File: src/irendc_params.svh
`ifndef IRENDC_PARAMS_SVH
`define IRENDC_PARAMS_SVH

// Register indices; byte address is four times the index
`define IRD_CTRL_IDX 10'h0BF
`define IRD_STAT_IDX 10'h0C0
`define IRD_ADDR_W 12
`define IRD_CTRL_RST 8'h00
`define IRD_CTRL_WMASK 8'hF7
`define IRD_FACTOR_OFF 4'h0
// Divider low bits are fixed
`define IRD_DIV_LOW 2'h3
// Baud-clock positions within a 16-clock bit
`define IRD_LAST_TICK 4'hF
`define IRD_TX_HI_START 4'h7
`define IRD_TX_HI_END 4'h9
`define IRD_RX_EDGE_PHASE 4'h7
`define IRD_RX_QUAL_PHASE 4'hA
// Longest legal low pulse, in baud clocks
`define IRD_MAX_LOW_TICKS 3'h5
// Run of idle bits that ends a frame
`define IRD_IDLE_BITS 4'hA
`define IRD_BUF_DEPTH 2

`endif

File: src/irendc_pkg.sv
package irendc_pkg;

  typedef struct packed {
    logic [3:0] factor;
    logic rsvd;
    logic loopback;
    logic rxen;
    logic en;
  } irendc_ctrl_t;

  typedef struct packed {
    logic [3:0] zero;
    logic [1:0] fill;
    logic out_busy;
    logic frame;
  } irendc_stat_t;

  typedef enum logic [1:0] {
    RX_IDLE = 2'b00,
    RX_FRAME = 2'b01,
    RX_HOLD = 2'b10
  } irendc_rx_state_t;

endpackage

File: src/irendc_buf2.sv
`timescale 1ns/1ns
`include "irendc_params.svh"

module irendc_buf2 #(
  parameter int WIDTH = 1,
  parameter int DEPTH = `IRD_BUF_DEPTH
) (
  input wire logic i_clock, // System clock
  input wire logic i_sys_rst, // Sync reset, active high
  input wire logic i_flush, // Drop contents
  input wire logic i_in_valid, // Fill side offers a word
  output logic o_in_ready, // Room for a word
  input wire logic [WIDTH-1:0] i_in_data, // Word in
  output logic o_out_valid, // Word available
  input wire logic i_out_ready, // Drain side takes it
  output logic [WIDTH-1:0] o_out_data, // Oldest word
  output logic [1:0] o_fill // Words held
);

  logic [WIDTH-1:0] mem_q [DEPTH];
  logic rd_ptr_q;
  logic wr_ptr_q;
  logic [1:0] fill_q;
  logic push;
  logic pop;

  assign o_in_ready = (fill_q != 2'(DEPTH));
  assign o_out_valid = (fill_q != 2'h0);
  assign o_out_data = mem_q[rd_ptr_q];
  assign o_fill = fill_q;
  assign push = i_in_valid & o_in_ready;
  assign pop = o_out_valid & i_out_ready;

  always_ff @(posedge i_clock) begin
    if (push) begin
      mem_q[wr_ptr_q] <= i_in_data;
    end
  end

  always_ff @(posedge i_clock) begin
    if (i_sys_rst || i_flush) begin
      rd_ptr_q <= 1'b0;
      wr_ptr_q <= 1'b0;
      fill_q <= 2'h0;
    end else begin
      if (push) begin
        wr_ptr_q <= ~wr_ptr_q;
      end
      if (pop) begin
        rd_ptr_q <= ~rd_ptr_q;
      end
      if (push && !pop) begin
        fill_q <= fill_q + 2'h1;
      end else if (pop && !push) begin
        fill_q <= fill_q - 2'h1;
      end
    end
  end

endmodule // irendc_buf2

File: src/irendc_top.sv
`timescale 1ns/1ns
`include "irendc_params.svh"

module irendc_top
  import irendc_pkg::*;
(
  input wire logic i_clock, // System clock
  input wire logic i_sys_rst, // Sync reset, active high
  input wire logic i_psel, // APB select
  input wire logic i_penable, // APB access phase
  input wire logic i_pwrite, // APB direction
  input wire logic [`IRD_ADDR_W-1:0] i_paddr, // APB byte address
  input wire logic [31:0] i_pwdata, // APB write data
  output logic [31:0] o_prdata, // APB read data
  output logic o_pready, // APB ready
  output logic o_pslverr, // APB error, unmapped address
  input wire logic i_baud_tick, // One pulse per baud clock
  input wire logic i_uart_txd, // UART transmit line
  output logic o_uart_rxd, // UART receive line
  input wire logic i_optical_rx_in, // From transceiver, idle high
  output logic o_optical_tx_out // To transceiver, idle low while enabled; follows i_uart_txd when disabled
);

  // Saturating increment shared by the pulse timer and the idle run
  function automatic logic [3:0] sat_inc(input logic [3:0] v);
    return (v == 4'hF) ? v : v + 4'h1;
  endfunction

  irendc_ctrl_t ctrl_q;
  logic pready_q;
  logic pslverr_q;
  logic [31:0] prdata_q;
  logic [9:0] word_idx;
  logic hit_ctrl;
  logic hit_stat;
  logic wr_done;

  logic act;
  logic encode;
  logic edge_mode;
  logic [5:0] div_val;
  logic [5:0] div_cnt_q;
  logic min_met_q;
  logic [3:0] low_ticks_q;
  logic rx_line;
  logic rx_prev_q;
  logic fall;
  logic rise;
  logic qual;

  irendc_rx_state_t state_q;
  logic [3:0] phase_q;
  logic seen_q;
  logic bit_q;
  logic [3:0] ones_q;
  logic bit_end;

  logic buf_in_ready;
  logic buf_out_valid;
  logic buf_out_ready;
  logic buf_out_data;
  logic [1:0] buf_fill;
  logic out_busy_q;
  logic [3:0] out_cnt_q;
  logic uart_rxd_q;

  logic txd_prev_q;
  logic [3:0] tx_tick_q;
  logic tx_bit_q;
  logic tx_out_q;

  // APB slave: one wait state so read data leaves a flip-flop
  assign word_idx = i_paddr[`IRD_ADDR_W-1:2];
  assign hit_ctrl = (word_idx == `IRD_CTRL_IDX);
  assign hit_stat = (word_idx == `IRD_STAT_IDX);
  assign wr_done = i_psel & i_penable & pready_q & i_pwrite & hit_ctrl;

  always_ff @(posedge i_clock) begin
    if (i_sys_rst) begin
      pready_q <= 1'b0;
      pslverr_q <= 1'b0;
      prdata_q <= 32'h0000_0000;
    end else begin
      pready_q <= i_psel & i_penable & ~pready_q;
      pslverr_q <= i_psel & i_penable & ~pready_q & ~(hit_ctrl | hit_stat);
      if (i_psel && i_penable && !pready_q && !i_pwrite) begin
        if (hit_ctrl) begin
          prdata_q <= {24'h00_0000, ctrl_q};
        end else if (hit_stat) begin
          prdata_q <= {24'h00_0000, irendc_stat_t'({4'h0, buf_fill, out_busy_q,
                                                    state_q != RX_IDLE})};
        end else begin
          prdata_q <= 32'h0000_0000;
        end
      end
    end
  end

  always_ff @(posedge i_clock) begin
    if (i_sys_rst) begin
      ctrl_q <= irendc_ctrl_t'(`IRD_CTRL_RST);
    end else if (wr_done) begin
      ctrl_q <= irendc_ctrl_t'(i_pwdata[7:0] & `IRD_CTRL_WMASK);
    end
  end

  assign o_prdata = prdata_q;
  assign o_pready = pready_q;
  assign o_pslverr = pslverr_q;

  assign act = ctrl_q.en & ctrl_q.rxen;
  assign encode = ctrl_q.en & (~ctrl_q.rxen | ctrl_q.loopback);
  assign edge_mode = (ctrl_q.factor == `IRD_FACTOR_OFF);
  assign div_val = {ctrl_q.factor, `IRD_DIV_LOW};
  assign rx_line = ctrl_q.loopback ? ~tx_out_q : i_optical_rx_in;
  assign fall = rx_prev_q & ~rx_line;
  assign rise = ~rx_prev_q & rx_line;
  // Width mode judges at the rising edge, after both limits are known
  assign qual = act & (edge_mode ? fall :
                (rise & min_met_q & (low_ticks_q <= 4'(`IRD_MAX_LOW_TICKS))));

  always_ff @(posedge i_clock) begin
    if (i_sys_rst) begin
      rx_prev_q <= 1'b1;
    end else begin
      rx_prev_q <= rx_line;
    end
  end

  // Divider restarts on each falling edge so the first period is whole
  always_ff @(posedge i_clock) begin
    if (i_sys_rst || rx_line || edge_mode) begin
      div_cnt_q <= 6'h00;
      min_met_q <= 1'b0;
      low_ticks_q <= 4'h0;
    end else if (fall) begin
      // Edge cycle is already low, so a pulse of one whole period qualifies
      div_cnt_q <= 6'h01;
      min_met_q <= 1'b0;
      low_ticks_q <= 4'h0;
    end else begin
      if (div_cnt_q == div_val) begin
        div_cnt_q <= 6'h00;
        min_met_q <= 1'b1;
      end else begin
        div_cnt_q <= div_cnt_q + 6'h01;
      end
      if (i_baud_tick) begin
        low_ticks_q <= sat_inc(low_ticks_q);
      end
    end
  end

  assign bit_end = (state_q == RX_FRAME) & i_baud_tick & (phase_q == `IRD_LAST_TICK);

  // Decoder: a qualified pulse anywhere in the bit makes it a 0
  always_ff @(posedge i_clock) begin
    if (i_sys_rst || !act) begin
      state_q <= RX_IDLE;
      phase_q <= 4'h0;
      seen_q <= 1'b0;
      bit_q <= 1'b1;
      ones_q <= 4'h0;
    end else begin
      case (state_q)
        RX_IDLE: begin
          if (qual) begin
            // First bit aligns to the pulse, hence its jitter
            phase_q <= edge_mode ? `IRD_RX_EDGE_PHASE : `IRD_RX_QUAL_PHASE;
            seen_q <= 1'b1;
            ones_q <= 4'h0;
            state_q <= RX_FRAME;
          end
        end
        RX_FRAME: begin
          if (bit_end) begin
            bit_q <= ~(seen_q | qual);
            seen_q <= 1'b0;
            phase_q <= 4'h0;
            ones_q <= (seen_q | qual) ? 4'h0 : sat_inc(ones_q);
            state_q <= RX_HOLD;
          end else begin
            if (qual) begin
              seen_q <= 1'b1;
            end
            if (i_baud_tick) begin
              phase_q <= phase_q + 4'h1;
            end
          end
        end
        RX_HOLD: begin
          // Decoder stalls until the buffer takes the bit
          if (qual) begin
            seen_q <= 1'b1;
          end
          if (buf_in_ready) begin
            state_q <= (ones_q >= `IRD_IDLE_BITS) ? RX_IDLE : RX_FRAME;
          end
        end
        default: begin
          state_q <= RX_IDLE;
        end
      endcase
    end
  end

  irendc_buf2 #(
    .WIDTH(1),
    .DEPTH(`IRD_BUF_DEPTH)
  ) u_buf (
    .i_clock(i_clock),
    .i_sys_rst(i_sys_rst),
    .i_flush(~act),
    .i_in_valid(state_q == RX_HOLD),
    .o_in_ready(buf_in_ready),
    .i_in_data(bit_q),
    .o_out_valid(buf_out_valid),
    .i_out_ready(buf_out_ready),
    .o_out_data(buf_out_data),
    .o_fill(buf_fill)
  );

  assign buf_out_ready = act & (~out_busy_q | (i_baud_tick & (out_cnt_q == `IRD_LAST_TICK)));

  // UART side: each buffered bit holds until the 16th baud clock after it is loaded
  always_ff @(posedge i_clock) begin
    if (i_sys_rst) begin
      out_busy_q <= 1'b0;
      out_cnt_q <= 4'h0;
      uart_rxd_q <= 1'b1;
    end else if (!ctrl_q.en) begin
      out_busy_q <= 1'b0;
      uart_rxd_q <= i_optical_rx_in;
    end else if (!ctrl_q.rxen) begin
      out_busy_q <= 1'b0;
      uart_rxd_q <= 1'b1;
    end else if (buf_out_ready && buf_out_valid) begin
      out_busy_q <= 1'b1;
      out_cnt_q <= 4'h0;
      uart_rxd_q <= buf_out_data;
    end else if (out_busy_q && i_baud_tick) begin
      if (out_cnt_q == `IRD_LAST_TICK) begin
        out_busy_q <= 1'b0;
        uart_rxd_q <= 1'b1;
      end else begin
        out_cnt_q <= out_cnt_q + 4'h1;
      end
    end
  end

  assign o_uart_rxd = uart_rxd_q;

  // Encoder resyncs its bit clock on every UART transmit edge
  always_ff @(posedge i_clock) begin
    if (i_sys_rst) begin
      txd_prev_q <= 1'b1;
      tx_tick_q <= 4'h0;
      tx_bit_q <= 1'b1;
      tx_out_q <= 1'b0;
    end else begin
      txd_prev_q <= i_uart_txd;
      if (i_uart_txd != txd_prev_q) begin
        tx_tick_q <= 4'h0;
        tx_bit_q <= i_uart_txd;
      end else if (i_baud_tick) begin
        tx_tick_q <= tx_tick_q + 4'h1;
        if (tx_tick_q == `IRD_LAST_TICK) begin
          tx_bit_q <= i_uart_txd;
        end
      end
      if (!ctrl_q.en) begin
        tx_out_q <= i_uart_txd;
      end else if (!encode) begin
        tx_out_q <= 1'b0;
      end else begin
        tx_out_q <= ~tx_bit_q & (tx_tick_q >= `IRD_TX_HI_START) &
                    (tx_tick_q <= `IRD_TX_HI_END);
      end
    end
  end

  assign o_optical_tx_out = tx_out_q;
endmodule // irendc_top

File: config.mk
export PLATFORM = sky130hd
export DESIGN_NAME = irendc_top
export DESIGN_NICKNAME = d
export VERILOG_FILES = /design/src/irendc_pkg.sv /design/src/irendc_buf2.sv /design/src/irendc_top.sv
export VERILOG_INCLUDE_DIRS = /design/src /design/src/src
export SDC_FILE = /design/constraint.sdc
export NUM_CORES = 1
export LEC_CHECK = 0
export BUFFER_PORTS_ARGS = -buffer_cell sky130_fd_sc_hd__buf_2
export CAP_MARGIN = 20
export CORE_ASPECT_RATIO = 0.75
export CORE_UTILIZATION = 43
export CTS_BUF_LIST = sky130_fd_sc_hd__clkbuf_4
export DETAILED_ROUTE_END_ITERATION = 12
export GPL_ROUTABILITY_DRIVEN = 0
export HOLD_SLACK_MARGIN = 0.1
export PLACE_DENSITY_LB_ADDON = 0.2
export SETUP_SLACK_MARGIN = 0.5
export SYNTH_ARGS = -nofsm -noshare
export SYNTH_HDL_FRONTEND = slang
export SYNTH_SLANG_ARGS = --single-unit
export TNS_END_PERCENT = 20
File: constraint.sdc
create_clock -name i_clock -period 2.02 [get_ports i_clock]
set_input_delay 0.404 -clock i_clock [delete_from_list [all_inputs] [get_ports i_clock]]
set_output_delay 0.404 -clock i_clock [all_outputs]
set_load 0.05 [all_outputs]
# Word-level counts from Yosys, hierarchy flattened
# Memory sizes are Yosys's and may differ from the RTL's. A register that Yosys moved wholly into a read port is not among the register bits.
# Index checks and enable logic that the tools add are counted.
dict set report totals {
  n_memories 1
  word_cells 186
  ram_bits 2
  ff_bits 82
  out_inout_bits 36
}
# memory depth width read_ports rd_clocked_by_memory_dff write_ports line_no
set mem_list {}
lappend mem_list {u_buf.mem_q 2 1 1 1 1 irendc_buf2.sv:20} ;# logic [WIDTH-1:0] mem_q [DEPTH];
dict set report classes {
  addsub 8
  n_mux 46
  n_bitwise 39
  eq_ne 20
  magnitude_cmp 4
  n_reduce_logical 41
}
# op n
set op_table {}
lappend op_table {{$mux W4} 12}
lappend op_table {{$mux W1} 24}
lappend op_table {{$and A1 B1 Y1} 21}
lappend op_table {{$add A4 B1 Y4 const B} 5}
lappend op_table {{$eq A10 B8 Y1 const B} 2}
lappend op_table {{$eq A4 B4 Y1 const B} 5}
lappend op_table {{$reduce_bool A2 Y1} 9}
lappend op_table {{$pmux W4 S2} 2}
lappend op_table {{$not A1 Y1} 14}
lappend op_table {{$mux W2} 5}
lappend op_table {{$reduce_and A2 Y1} 5}
lappend op_table {{$mux W8} 1}
lappend op_table {{$ne A2 B2 Y1 const B} 4}
lappend op_table {{$ne A4 B2 Y1 const B} 2}
lappend op_table {{$reduce_and A4 Y1} 2}
lappend op_table {{$logic_and A1 B1 Y1} 7}
lappend op_table {{$add A6 B1 Y6 const B} 1}
lappend op_table {{$eq A6 B6 Y1} 1}
lappend op_table {{$ne A3 B3 Y1 const B} 2}
lappend op_table {{$pmux W2 S3} 1}
lappend op_table {{$reduce_and A3 Y1} 2}
lappend op_table {{$reduce_or A2 Y1} 3}
lappend op_table {{$reduce_or A3 Y1} 2}
lappend op_table {{$logic_not A1 Y1} 5}
lappend op_table {{15 further kinds} 21}

# Logic depth before layout (Yosys ltp)
# Gate-level depths: netlist of run 1.
dict set report logic_depth {
  ltp_word 11
  depth_mapped 9
  mapped_depth_nobuf 9
}

# Modules after synthesis
# Synthesis of run 1 repeated with hierarchy kept, for this count alone.
dict set report hier_totals {
  hier_cells 348
  area_unflattened_um2 3130.5
}
# module cells_per_inst seq_area_each_um2 n_inst area_per_inst_um2
set by_module_without_submodules {}
lappend by_module_without_submodules {irendc_top 320 1081.0 1 2830.2}
lappend by_module_without_submodules {irendc_buf2 28 160.2 1 300.3}

# Worst setup path after synthesis of run 1
# No wires, ideal clock.
dict set report synth_path {
  kind {register to register}
  startpoint {register out_cnt_q[0]}
  endpoint {register u_buf.fill_q[1] (netlist: u_buf.o_fill[1])}
  synth_period_minus_slack_ns 2.172
  setup_time_ns 0.071
  t_arrival_ns 2.101
  required_ns 1.949
  path_stages_with_launch 9
  setup_slack_ns -0.152
  cell_sequence {dfxtp_1 ha_1 and3_1 nand2_1 a211oi_1 inv_1 ha_1 or3_1 a21oi_1}
}
dict set report synth_between {
  elab_chain_cells 8
  elab_cells_between_ends 10
  classes_between {eq/ne (1); mux (1); bitwise (4); reduce/logical (4)}
}
# element line_no
set synth_rtl {}
lappend synth_rtl {{start: declaration} irendc_top.sv:64} ;# logic [3:0] out_cnt_q;
lappend synth_rtl {{start signal: assignment} irendc_top.sv:246} ;# out_cnt_q <= out_cnt_q + 4'h1;
lappend synth_rtl {{$eq A4 B4 Y1 (no source line) (*)} n/a}
lappend synth_rtl {{$and A1 B1 Y1 (*)} irendc_top.sv:223} ;# assign buf_out_ready = act & (~out_busy_q | (i_baud_tick & (out_cnt_q == `IRD_LAST_TICK)));
lappend synth_rtl {{$or A1 B1 Y1 (*)} irendc_top.sv:223}
lappend synth_rtl {{$and A1 B1 Y1 (*)} irendc_top.sv:223}
lappend synth_rtl {{$and A1 B1 Y1 (*)} irendc_buf2.sv:32} ;# assign pop = o_out_valid & i_out_ready;
lappend synth_rtl {{$logic_not A1 Y1} irendc_buf2.sv:52} ;# if (push && !pop) begin
lappend synth_rtl {{$logic_and A1 B1 Y1} irendc_buf2.sv:52}
lappend synth_rtl {{$mux W2 / $reduce_bool A2 Y1 (equally long branches)} n/a}
lappend synth_rtl {{end signal: assignment} irendc_buf2.sv:53} ;# fill_q <= fill_q + 2'h1;
lappend synth_rtl {{end signal: assignment} irendc_buf2.sv:55} ;# fill_q <= fill_q - 2'h1;
lappend synth_rtl {{end: declaration} irendc_buf2.sv:23} ;# logic [1:0] fill_q;
# Mark *: on every way between the ends. The rest lies on a longest branch, timed or not.
# A chain may end at the register's enable or synchronous reset.

# Final worst setup path of run 1
dict set report layout_path {
  startpoint {register low_ticks_q[0]}
  endpoint {register seen_q}
}
dict set report layout_between {
  elab_chain_cells 7
}
# element line_no
set layout_rtl {}
lappend layout_rtl {{start: declaration} irendc_top.sv:44} ;# logic [3:0] low_ticks_q;
lappend layout_rtl {{start signal: assignment} irendc_top.sv:149} ;# low_ticks_q <= sat_inc(low_ticks_q);
lappend layout_rtl {{$le A4 B3 Y1 (*)} irendc_top.sv:120} ;# (rise & min_met_q & (low_ticks_q <= 4'(`IRD_MAX_LOW_TICKS))));
lappend layout_rtl {{$and A1 B1 Y1 (*)} irendc_top.sv:120}
lappend layout_rtl {{$mux W1 (*)} irendc_top.sv:119} ;# assign qual = act & (edge_mode ? fall :
lappend layout_rtl {{$and A1 B1 Y1 (*)} irendc_top.sv:119}
lappend layout_rtl {{$mux W1 (*)} n/a}
lappend layout_rtl {{$mux W1} n/a}
lappend layout_rtl {{$pmux W1 S2 (*)} n/a}
lappend layout_rtl {{end signal: assignment} irendc_top.sv:161} ;# seen_q <= 1'b0;
lappend layout_rtl {{end signal: assignment} irendc_top.sv:170} ;# seen_q <= 1'b1;
lappend layout_rtl {{end signal: assignment} irendc_top.sv:178} ;# seen_q <= 1'b0;
lappend layout_rtl {{end: declaration} irendc_top.sv:53} ;# logic seen_q;
# Marks and branches as above.

==> reports/qor.txt, run 1 <==
reg2reg path depth: 9
DP Area: 3550 um^2
worst-skew pair later-pin latency: 0.41 ns
min Tclk post-route: 2.091 ns
core area: 6864 um^2
Area growth syn-to-layout: 23.91%
CP Launch Point: low_ticks_q[0]$_SDFFE_PP0P_
routed via count: 2547
worst-path maximum fanout: 3
DRT iter0 DRCs: 75
met3 capacity usage during global routing: 5.688%
CP endpoint kind: flop
Tcrit/Tclk final: 103.5%
CTS max path bufs: 2
final setup fails: 5
# diodes: 0
distinct cell type count after synthesis: 54
vias per cell: 4.879
pin count of the biggest net entering global routing: 16
crit start category: flop
initial antenna violation count: 0
CTS sink cnt: 61
Achievable Freq: 0.4783 GHz
EDFF count, synth: 2
CTS Buf Count: 9
Leak: 1.549 nW
Power Total: 0.002255 W
filler cell count: 654
Rows: 26
HP Start: i_pwdata[2]
Hold WC Path Type: in -> reg
post-route cell area: 3826 um^2
max cap viols: 0
register bit total from synthesis: 61
reg2reg start: low_ticks_q[0]$_SDFFE_PP0P_
final worst slack: -0.07083 ns
first-pass GRT wire length: 11040 um
HPWL Detailed: 4926 um
met1 Usage GRT: 24.82%
WP data arrival: 2.42 ns
H-tree depth: 3
1st-pass router iterations: 4
Syn Area/Cell: 8.773 um^2
unrepaired setup endpoints after global routing: true
CTS clock-pin slew for the worst setup and hold paths: 0.11 ns
Die ar.: 7528 um^2
gr busiest metal: met2
nets: 483
Peak VDD IR: 354.2 uV
sequential element share of the synthesized area: 40.19%
Required @ worst endpoint: 2.35 ns
Top FF cell, synth: dfxtp_1
drt wl/cell: 12.57 um
WHS Path Cells: 3
Initial Util: 44.99%
# port buffers: 36
outcome: finished with violations
async set-reset flop share out of synthesis: 0%
commonest non-fill, non-tap cells in the layout: 53 x dfxtp_1, 40 x nor2_1, 35 x buf_2
Hold Fails Final Rpt: 0
failing checks: setup timing
CTS tree: yes
power per cell area: 589.4 nW/um^2
Final Skew: 0.01443 ns
GRT Util Overall: 19.16%
fin. max-slew vios: 0
final wirelength: 6560 um
Die Y: 75.39 um
clock root cell: clkbuf_4
warnings from Yosys: 0
post-route ant nets: 0
Setup CP Type: reg -> reg
number of global-route vias before repair: 2397
IO Pins: 88
Cell Area, Synth: 3088 um^2
CTS Hold Bufs: 0
Cells after Synth: 352
Die W: 99.85 um
grt ovf: 0
layout cell share with drive strength beyond 1: 27.59%
DRC: 0
commonest non-fill, non-tap cell in the layout: dfxtp_1
met2 usage: 30.80%
r2r setup slk: -0.07 ns
cell families after synthesis:
kind of cell	Yosys count	synth area share, %
and+or+nand+nor	145	23.95
DFF	61	40.19
AOI/OAI and AO/OA	53	12.28
buffers and inverters	46	8.509
xor gates and xnor gates	23	6.523
adders and majority gates	12	4.862
muxes	11	3.566
other	1	0.1214
critical path, stage by stage, from the launching register on:
cell,delay (ns)
dfxtp_4,0.37
inv_2,0.05
ha_1,0.13
nor3b_1,0.04
or4b_4,0.51
or3_4,0.37
a21oi_2,0.19
buf_4,0.14
nor2_1,0.03
a211oi_1,0.19
what timing repair did:
action                                  in CTS  in global routing
gates resized for setup                      5                 23
pin swaps                                    6                 16
buffers inserted                             1                  2
endpoints found under the setup margin      28                 32
state kept, by name, indices dropped and copies added, names as in the netlist, 2 cells and up, named ones only:
signal        flops
ctrl_q            7
low_ticks_q       4
o_prdata          8
ones_q            4
tx_tick_q         4
out_cnt_q         4
state_q           2
u_buf.mem_q       2
div_cnt_q         6
phase_q           4
u_buf.o_fill      2
cell usage after synthesis, types with 2 or more instances:
cell type  count  area share, %
a211oi_1       2           0.49
a21oi_1       22            3.6
a22o_1         2           0.57
and3_1         5            1.0
buf_4         24            5.8
clkbuf_1       8           0.97
dfxtp_1       59             38
edfxtp_1       2            1.9
ha_1          12            4.9
inv_1         13            1.6
mux2i_1       11            3.6
nand2_1       32            3.9
nand2b_1       7            1.4
nand3_1       17            2.8
nand3b_1       2           0.49
nand4_1        5            1.0
nand4b_1       3           0.85
nor2_1        41            5.0
nor2b_1        2           0.41
nor3_1        11            1.8
nor3b_1        3           0.73
nor4_1         2           0.41
o21ai_0        6           0.97
o21bai_1       2           0.49
o31ai_1        3           0.73
or2_2          4           0.81
or3_1          4           0.81
xnor2_1       11            3.1
xor2_1        12            3.4
power breakdown:
part / switching, W / total, W / internal [W]
clock network: 0.000437 / 0.000814 / 0.000377
registers: 0.00000841 / 0.00122 / 0.00121
logic: 0.000167 / 0.000219 / 0.0000519
final cells by class:
| class | instances | area (um^2) | share of cell area [%] |
|---|---|---|---|
| multi-input cells | 268 | 1841 | 48.10 |
| flip-flops and latches | 61 | 1259 | 32.90 |
| repair buffers | 66 | 426.7 | 11.15 |
| well taps | 98 | 122.6 | 3.205 |
| clock buffers | 10 | 75.07 | 1.962 |
| clock inverters | 6 | 53.80 | 1.406 |
| inverters | 13 | 48.80 | 1.275 |
per-layer routing:
| metal | share of wire, % | vias to the layer above |
|---|---|---|
| li1 | - | 1307 |
| met2 | 43 | 49 |
| met4 | 1.2 | 0 |
| met5 | 0 | - |
| met1 | 52 | 1184 |
| met3 | 4.1 | 7 |
stage by stage:
step / hold slack, ns / TNS [ns] / std cells / setup slack [ns] / utilization [%]
2_1_floorplan: 0.4254 / 0 / 375 / 0.009203 / -
6_report: 0.2373 / -0.2208 / 522 / -0.07083 / 55.74
3_5_place_dp: 0.4431 / -0.08152 / 503 / -0.04813 / 51.71
4_1_cts: 0.2142 / -0.2418 / 520 / -0.06916 / 53.88
5_1_grt: 0.2033 / -0.8544 / 522 / -0.1690 / 55.74
3_3_place_gp: 0.4381 / -0.05744 / 503 / -0.02432 / 51.71
path summary, 6_finish.rpt:
path,endpoint
worst max-delay path,seen_q$_SDFFE_PP0P_
worst min-delay path,ctrl_q[2]$_SDFFE_PP0P_
worst max register to register,seen_q$_SDFFE_PP0P_
worst min register to register,o_prdata[5]$_SDFFE_PP0P_
(Power assumes the default switching activity.)
==> run 2: changes to the inputs <==
--- a/config.mk
+++ b/config.mk
@@ -7,7 +7,6 @@
 export NUM_CORES = 1
 export LEC_CHECK = 0
 export BUFFER_PORTS_ARGS = -buffer_cell sky130_fd_sc_hd__buf_2
-export CAP_MARGIN = 20
 export CORE_ASPECT_RATIO = 0.75
 export CORE_UTILIZATION = 43
 export CTS_BUF_LIST = sky130_fd_sc_hd__clkbuf_4
@@ -19,4 +18,3 @@
 export SYNTH_ARGS = -nofsm -noshare
 export SYNTH_HDL_FRONTEND = slang
 export SYNTH_SLANG_ARGS = --single-unit
-export TNS_END_PERCENT = 20
==> run 2 against run 1 <==
Net effect: the run still ends with setup timing left; first-iteration DRC count down 1.3%; highest routed layer unchanged; combinational power up 3%; register-to-register slack about the same; largest cell class unchanged; clock-buffer cell count down 1; total power down 0.77%; via count up 2.2%; critical endpoint is now ones_q[2]$_SDFFE_PP0P_; routed wire length up 3.6%; critical path type unchanged; critical path depth unchanged.
==> reports/qor.txt, run 2 (synthesized netlist as in run 1, its figures left out) <==
commonest non-fill, non-tap cell in the layout: dfxtp_1
Achievable Freq: 0.4750 GHz
clock root cell: clkbuf_4
Hold WC Path Type: in -> reg
met3 capacity usage during global routing: 4.679%
CP endpoint kind: flop
max reg flops: 8
sequential cell area: 1264 um^2
outcome: finished with violations
crit path cell chain: inv_4 > ha_4 > nor3b_2 > or4b_4 > buf_6 > o31ai_4 > nand3_2 > and3_1 > a32o_2
1st-pass router iterations: 5
HPWL Detailed: 4985 um
post-route ant nets: 0
met1 Usage GRT: 24.93%
Die ar.: 7528 um^2
CTS sink cnt: 61
WP data arrival: 2.40 ns
filler cell count: 634
CTS max path bufs: 2
pin count of the biggest net entering global routing: 21
initial antenna violation count: 0
commonest non-fill, non-tap cells in the layout: 51 x dfxtp_1, 38 x nor2_1, 36 x buf_2
routed via count: 2604
Leak: 1.587 nW
final wirelength: 6796 um
DRT iter0 DRCs: 74
Multi-input gate area: 1882 um^2
unrepaired setup endpoints after global routing: true
Die Y: 75.39 um
layout cell share with drive strength beyond 1: 30.75%
Setup CP Type: reg -> reg
vias per cell: 4.969
Tcrit/Tclk final: 104.2%
crit start category: flop
Initial Util: 44.99%
first-pass GRT wire length: 11190 um
gr busiest metal: met2
fin. max-slew vios: 0
CTS tree: yes
final worst slack: -0.08519 ns
# port buffers: 36
Final Hold Slack: 0.2234 ns
failing checks: setup timing
Peak VDD IR: 330.8 uV
nets: 486
post-place setup slack: -0.06880 ns
min Tclk post-route: 2.105 ns
H-tree depth: 3
Worst path max stage delay: 0.49 ns
GRT Util Overall: 19.31%
max cap viols: 0
DP Area: 3581 um^2
Required @ worst endpoint: 2.32 ns
number of global-route vias before repair: 2422
# diodes: 0
final setup fails: 7
worst-path maximum fanout: 3
grt ovf: 0
family with the most delay on the worst path: simple AND/OR/NAND/NOR gates
IO Pins: 88
slowest CP cell: or4b_4
CTS Buf Count: 9
power per cell area: 576.8 nW/um^2
CTS clock-pin slew for the worst setup and hold paths: 0.11 ns
core area: 6864 um^2
met2 usage: 31.57%
post-route cell area: 3880 um^2
drt wl/cell: 12.97 um
worst-skew pair later-pin latency: 0.41 ns
DRC: 0
Die W: 99.85 um
Final Skew: 0.01699 ns
Rows: 26
Area growth syn-to-layout: 25.65%
CP Buf/Inv Count: 2
Hold Fails Final Rpt: 0
run 2: power breakdown:
part / total (W) / leakage (nW) / switching (W) / internal (W)
logic: 0.000225 / 1.02 / 0.000172 / 0.0000530
registers: 0.00122 / 0.500 / 0.00000830 / 0.00121
clock network: 0.000793 / 0.0710 / 0.000434 / 0.000359
total: 0.00224 / 1.59 / 0.000613 / 0.00162
run 2: metrics by stage:
step	power [W]	setup TNS, ns	std cells	utilization, %
2_1_floorplan	0.001449	0	375	-
3_3_place_gp	0.001466	-0.08254	504	52.17
3_5_place_dp	0.001469	-0.1825	504	52.17
4_1_cts	0.002266	-0.3750	523	55.01
5_1_grt	0.002320	-1.196	524	56.53
6_report	0.002238	-0.3927	524	56.53
run 2: repair_timing:
item / CTS / global route
pin swaps: 3 / 10
hold buffers: 0 / 0
endpoints found under the setup margin: 30 / 30
endpoints found under the hold margin: 0 / 0
gates resized for setup: 11 / 22
setup buffers: 4 / 1
run 2: worst paths after layout:
path	from	endpoint	slack (ns)	cells after the start
worst max-delay path	low_ticks_q[0]$_SDFFE_PP0P_	ones_q[2]$_SDFFE_PP0P_	-0.09	9
worst min-delay path	i_pwdata[7]	ctrl_q[7]$_SDFFE_PP0P_	0.22	3
worst max register to register	low_ticks_q[0]$_SDFFE_PP0P_	ones_q[2]$_SDFFE_PP0P_	-0.09	9
worst min register to register	o_pready$_SDFF_PP0_	o_pready$_SDFF_PP0_	0.45	1
run 2: layer usage:
| metal | share of wire (%) | wire (um) | vias to the layer above |
|---|---|---|---|
| met3 | 5.7 | 386 | 11 |
| met1 | 49 | 3326 | 1203 |
| met2 | 44 | 2996 | 77 |
| met4 | 1.3 | 87 | 0 |
| li1 | - | - | 1313 |
| met5 | 0 | 0 | - |
run 2: layout make-up:
cell class	instances	share of cell area (%)
Clock buffer	9	1.741
Clock inverter	6	1.387
Inverter	13	1.322
Multi-Input combinational cell	268	48.50
Sequential cell	61	32.57
Tap cell	98	3.160
Timing Repair Buffer	69	11.32
run 2: worst register-to-register path: cells and delay by family, from the launching register on:
kind	cells	cell delay, ns
adders and majority gates	1	0.12
AOI/OAI and AO/OA	2	0.45
and+or+nand+nor	4	0.87
buffers and inverters	2	0.20
DFF	1	0.38
==> run 3: changes to the inputs <==
--- a/config.mk
+++ b/config.mk
@@ -8,7 +8,7 @@
 export LEC_CHECK = 0
 export BUFFER_PORTS_ARGS = -buffer_cell sky130_fd_sc_hd__buf_2
 export CORE_ASPECT_RATIO = 0.75
-export CORE_UTILIZATION = 43
+export CORE_UTILIZATION = 30
 export CTS_BUF_LIST = sky130_fd_sc_hd__clkbuf_4
 export DETAILED_ROUTE_END_ITERATION = 12
 export GPL_ROUTABILITY_DRIVEN = 0
==> run 3 against run 2 <==
Net effect: the flow still finishes with violations (setup timing); clock skew is essentially flat; largest power group unchanged; non-clock buffer count increased by 6; via count down 0.15%; first-iteration DRC count increased by 43%; clock-buffer cell count is 1 higher; combinational power about the same; utilization fell by 16 points; die area rose by 42%; register-to-register slack hardly changed; hold slack got worse by 0.0046 ns; highest routed layer unchanged; cell count grew 7.8%; worst setup slack improved by 0.0080 ns.
==> reports/qor.txt, run 3 (synthesized netlist as in run 1, its figures left out) <==
slowest CP cell: or4b_4
H-tree depth: 3
worst slew pin tran: 0.5380 ns
HPWL Detailed: 5184 um
CP endpoint kind: flop
Die W: 119.2 um
min Tclk post-route: 2.097 ns
reg2reg path depth: 9
placed cell count: 537
hold worst-path end: ctrl_q[2]$_SDFFE_PP0P_
crit start category: flop
crit path cell chain: inv_4 > ha_4 > nor3b_2 > or4b_4 > or3_4 > a31oi_4 > buf_6 > nand4b_1 > a21oi_1
first-pass GRT wire length: 12050 um
CTS tree: yes
filler cell count: 1000
CTS Hold Bufs: 0
routed via count: 2600
failing checks: setup timing
Slew HR: 63.94%
Rows: 31
number of global-route vias before repair: 2435
sequential cell area: 1260 um^2
CTS Buf Count: 9
IO Pins: 88
commonest non-fill, non-tap cells in the layout: 52 x dfxtp_1, 38 x nor2_1, 33 x buf_4
Final Skew: 0.01729 ns
worst-skew pair later-pin latency: 0.43 ns
WP data arrival: 2.45 ns
vias per cell: 4.602
Worst path max stage delay: 0.49 ns
net switching power: 0.0006480 W
r2r setup slk: -0.08 ns
grt ovf: 0
Gate power share: 9.8%
Tcrit/Tclk final: 103.8%
drt wl/cell: 12.86 um
Non-Filler Instances: 565
GRT Util Overall: 14.42%
final worst slack: -0.07714 ns
CTS max path bufs: 2
unrepaired setup endpoints after global routing: true
Post-Route Utilization: 40.71%
Leak: 1.613 nW
internal cell power: 0.001645 W
CP Buf/Inv Count: 2
Multi-input gate area: 1878 um^2
worst-path maximum fanout: 4
1st-pass router iterations: 6
Hold WC Path Type: in -> reg
# port buffers: 36
clock root cell: clkbuf_4
Required @ worst endpoint: 2.37 ns
Sequential Power Share: 53.3%
Die ar.: 10710 um^2
fin. max-slew vios: 0
Achievable Freq: 0.4768 GHz
Peak VDD IR: 235.6 uV
HP Start: i_pwdata[2]
layout cell share with drive strength beyond 1: 31.41%
Final Hold Slack: 0.2188 ns
CTS sink cnt: 61
Die Y: 89.87 um
Area growth syn-to-layout: 29.38%
commonest non-fill, non-tap cell in the layout: dfxtp_1
# diodes: 0
WHS Path Cells: 3
DRT iter0 DRCs: 106
CTS clock-pin slew for the worst setup and hold paths: 0.12 ns
Setup CP Type: reg -> reg
Hold Fails Final Rpt: 0
DRC: 0
max reg flops: 8
reg2reg start: low_ticks_q[0]$_SDFFE_PP0P_
nets: 492
outcome: finished with violations
FF-to-FF End: ones_q[1]$_SDFFE_PP0P_
final setup fails: 4
Initial Util: 31.47%
switch share: 28.26%
Clk pwr share: 36.9%
initial antenna violation count: 0
power per cell area: 574.0 nW/um^2
family with the most delay on the worst path: simple AND/OR/NAND/NOR gates
max cap viols: 0
post-route ant nets: 0
pin count of the biggest net entering global routing: 23
final wirelength: 7264 um
core area: 9813 um^2
[run 3: cell types whose count changed in the layout (fill, tap and decap cells not counted), moves of 2 or more]
cell / before / now
a21oi_2: 3 / 1
buf_6: 3 / 6
buf_2: 36 / 31
clkbuf_4: 9 / 15
buf_4: 30 / 33
[run 3: cell type report]
cell class,instances,area share (%)
Timing Repair Buffer,75,12.72
Tap cell,132,4.134
Sequential cell,61,31.54
Clock buffer,10,1.879
Clock inverter,6,1.378
Multi-Input combinational cell,268,47.01
Inverter,13,1.347
[run 3: timing repair]
| item | 4_1_cts | 5_1_grt |
|---|---|---|
| setup endpoints to repair | 31 | 38 |
| pin swaps | 7 | 10 |
| resized for setup | 15 | 23 |
| buffers inserted | 7 | 5 |
[run 3: worst max path at each step]
stage | from | end | slack [ns] | cells past startpoint
after floorplan | low_ticks_q[0]$_SDFFE_PP0P_ | ones_q[2]$_SDFFE_PP0P_ | 0.009 | 8
after global placement | low_ticks_q[0]$_SDFFE_PP0P_ | ones_q[2]$_SDFFE_PP0P_ | -0.07 | 8
after detailed placement | low_ticks_q[0]$_SDFFE_PP0P_ | seen_q$_SDFFE_PP0P_ | -0.09 | 9
after CTS | low_ticks_q[1]$_SDFFE_PP0P_ | ones_q[2]$_SDFFE_PP0P_ | -0.07 | 8
after global routing | low_ticks_q[0]$_SDFFE_PP0P_ | ones_q[1]$_SDFFE_PP0P_ | -0.17 | 9
final | low_ticks_q[0]$_SDFFE_PP0P_ | ones_q[1]$_SDFFE_PP0P_ | -0.08 | 9
[run 3: per-layer routing]
| layer | routed length (um) | track usage (%) |
|---|---|---|
| met1 | 3814 | 19.77 |
| met2 | 3007 | 20.64 |
| met3 | 368 | 5.330 |
| met4 | 74 | 4.747 |
| met5 | 0 | 0 |
[run 3: through the flow]
stage	power [W]	setup TNS, ns	instance area [um^2]	setup WS (ns)
after floorplan	0.001449	0	3293	0.009448
after global placement	0.001467	-0.1965	3616	-0.06884
after detailed placement	0.001469	-0.1813	3616	-0.08620
after CTS	0.002328	-0.2048	3869	-0.06984
after global routing	0.002406	-1.031	3995	-0.1673
final	0.002293	-0.1887	3995	-0.07714
[run 3: tightest hold or removal path: stages]
cell and delay, ns:
buf_2 0.08, mux2i_1 0.05, nor2_1 0.08
[run 3: power by group through the flow]
stage	logic, W	registers [W]	clock network [W]
after global placement	0.000215	0.00125	0
after floorplan	0.000181	0.00127	0
final	0.000224	0.00122	0.000847
after detailed placement	0.000216	0.00125	0
after global routing	0.000239	0.00122	0.000941
after CTS	0.000220	0.00123	0.000883
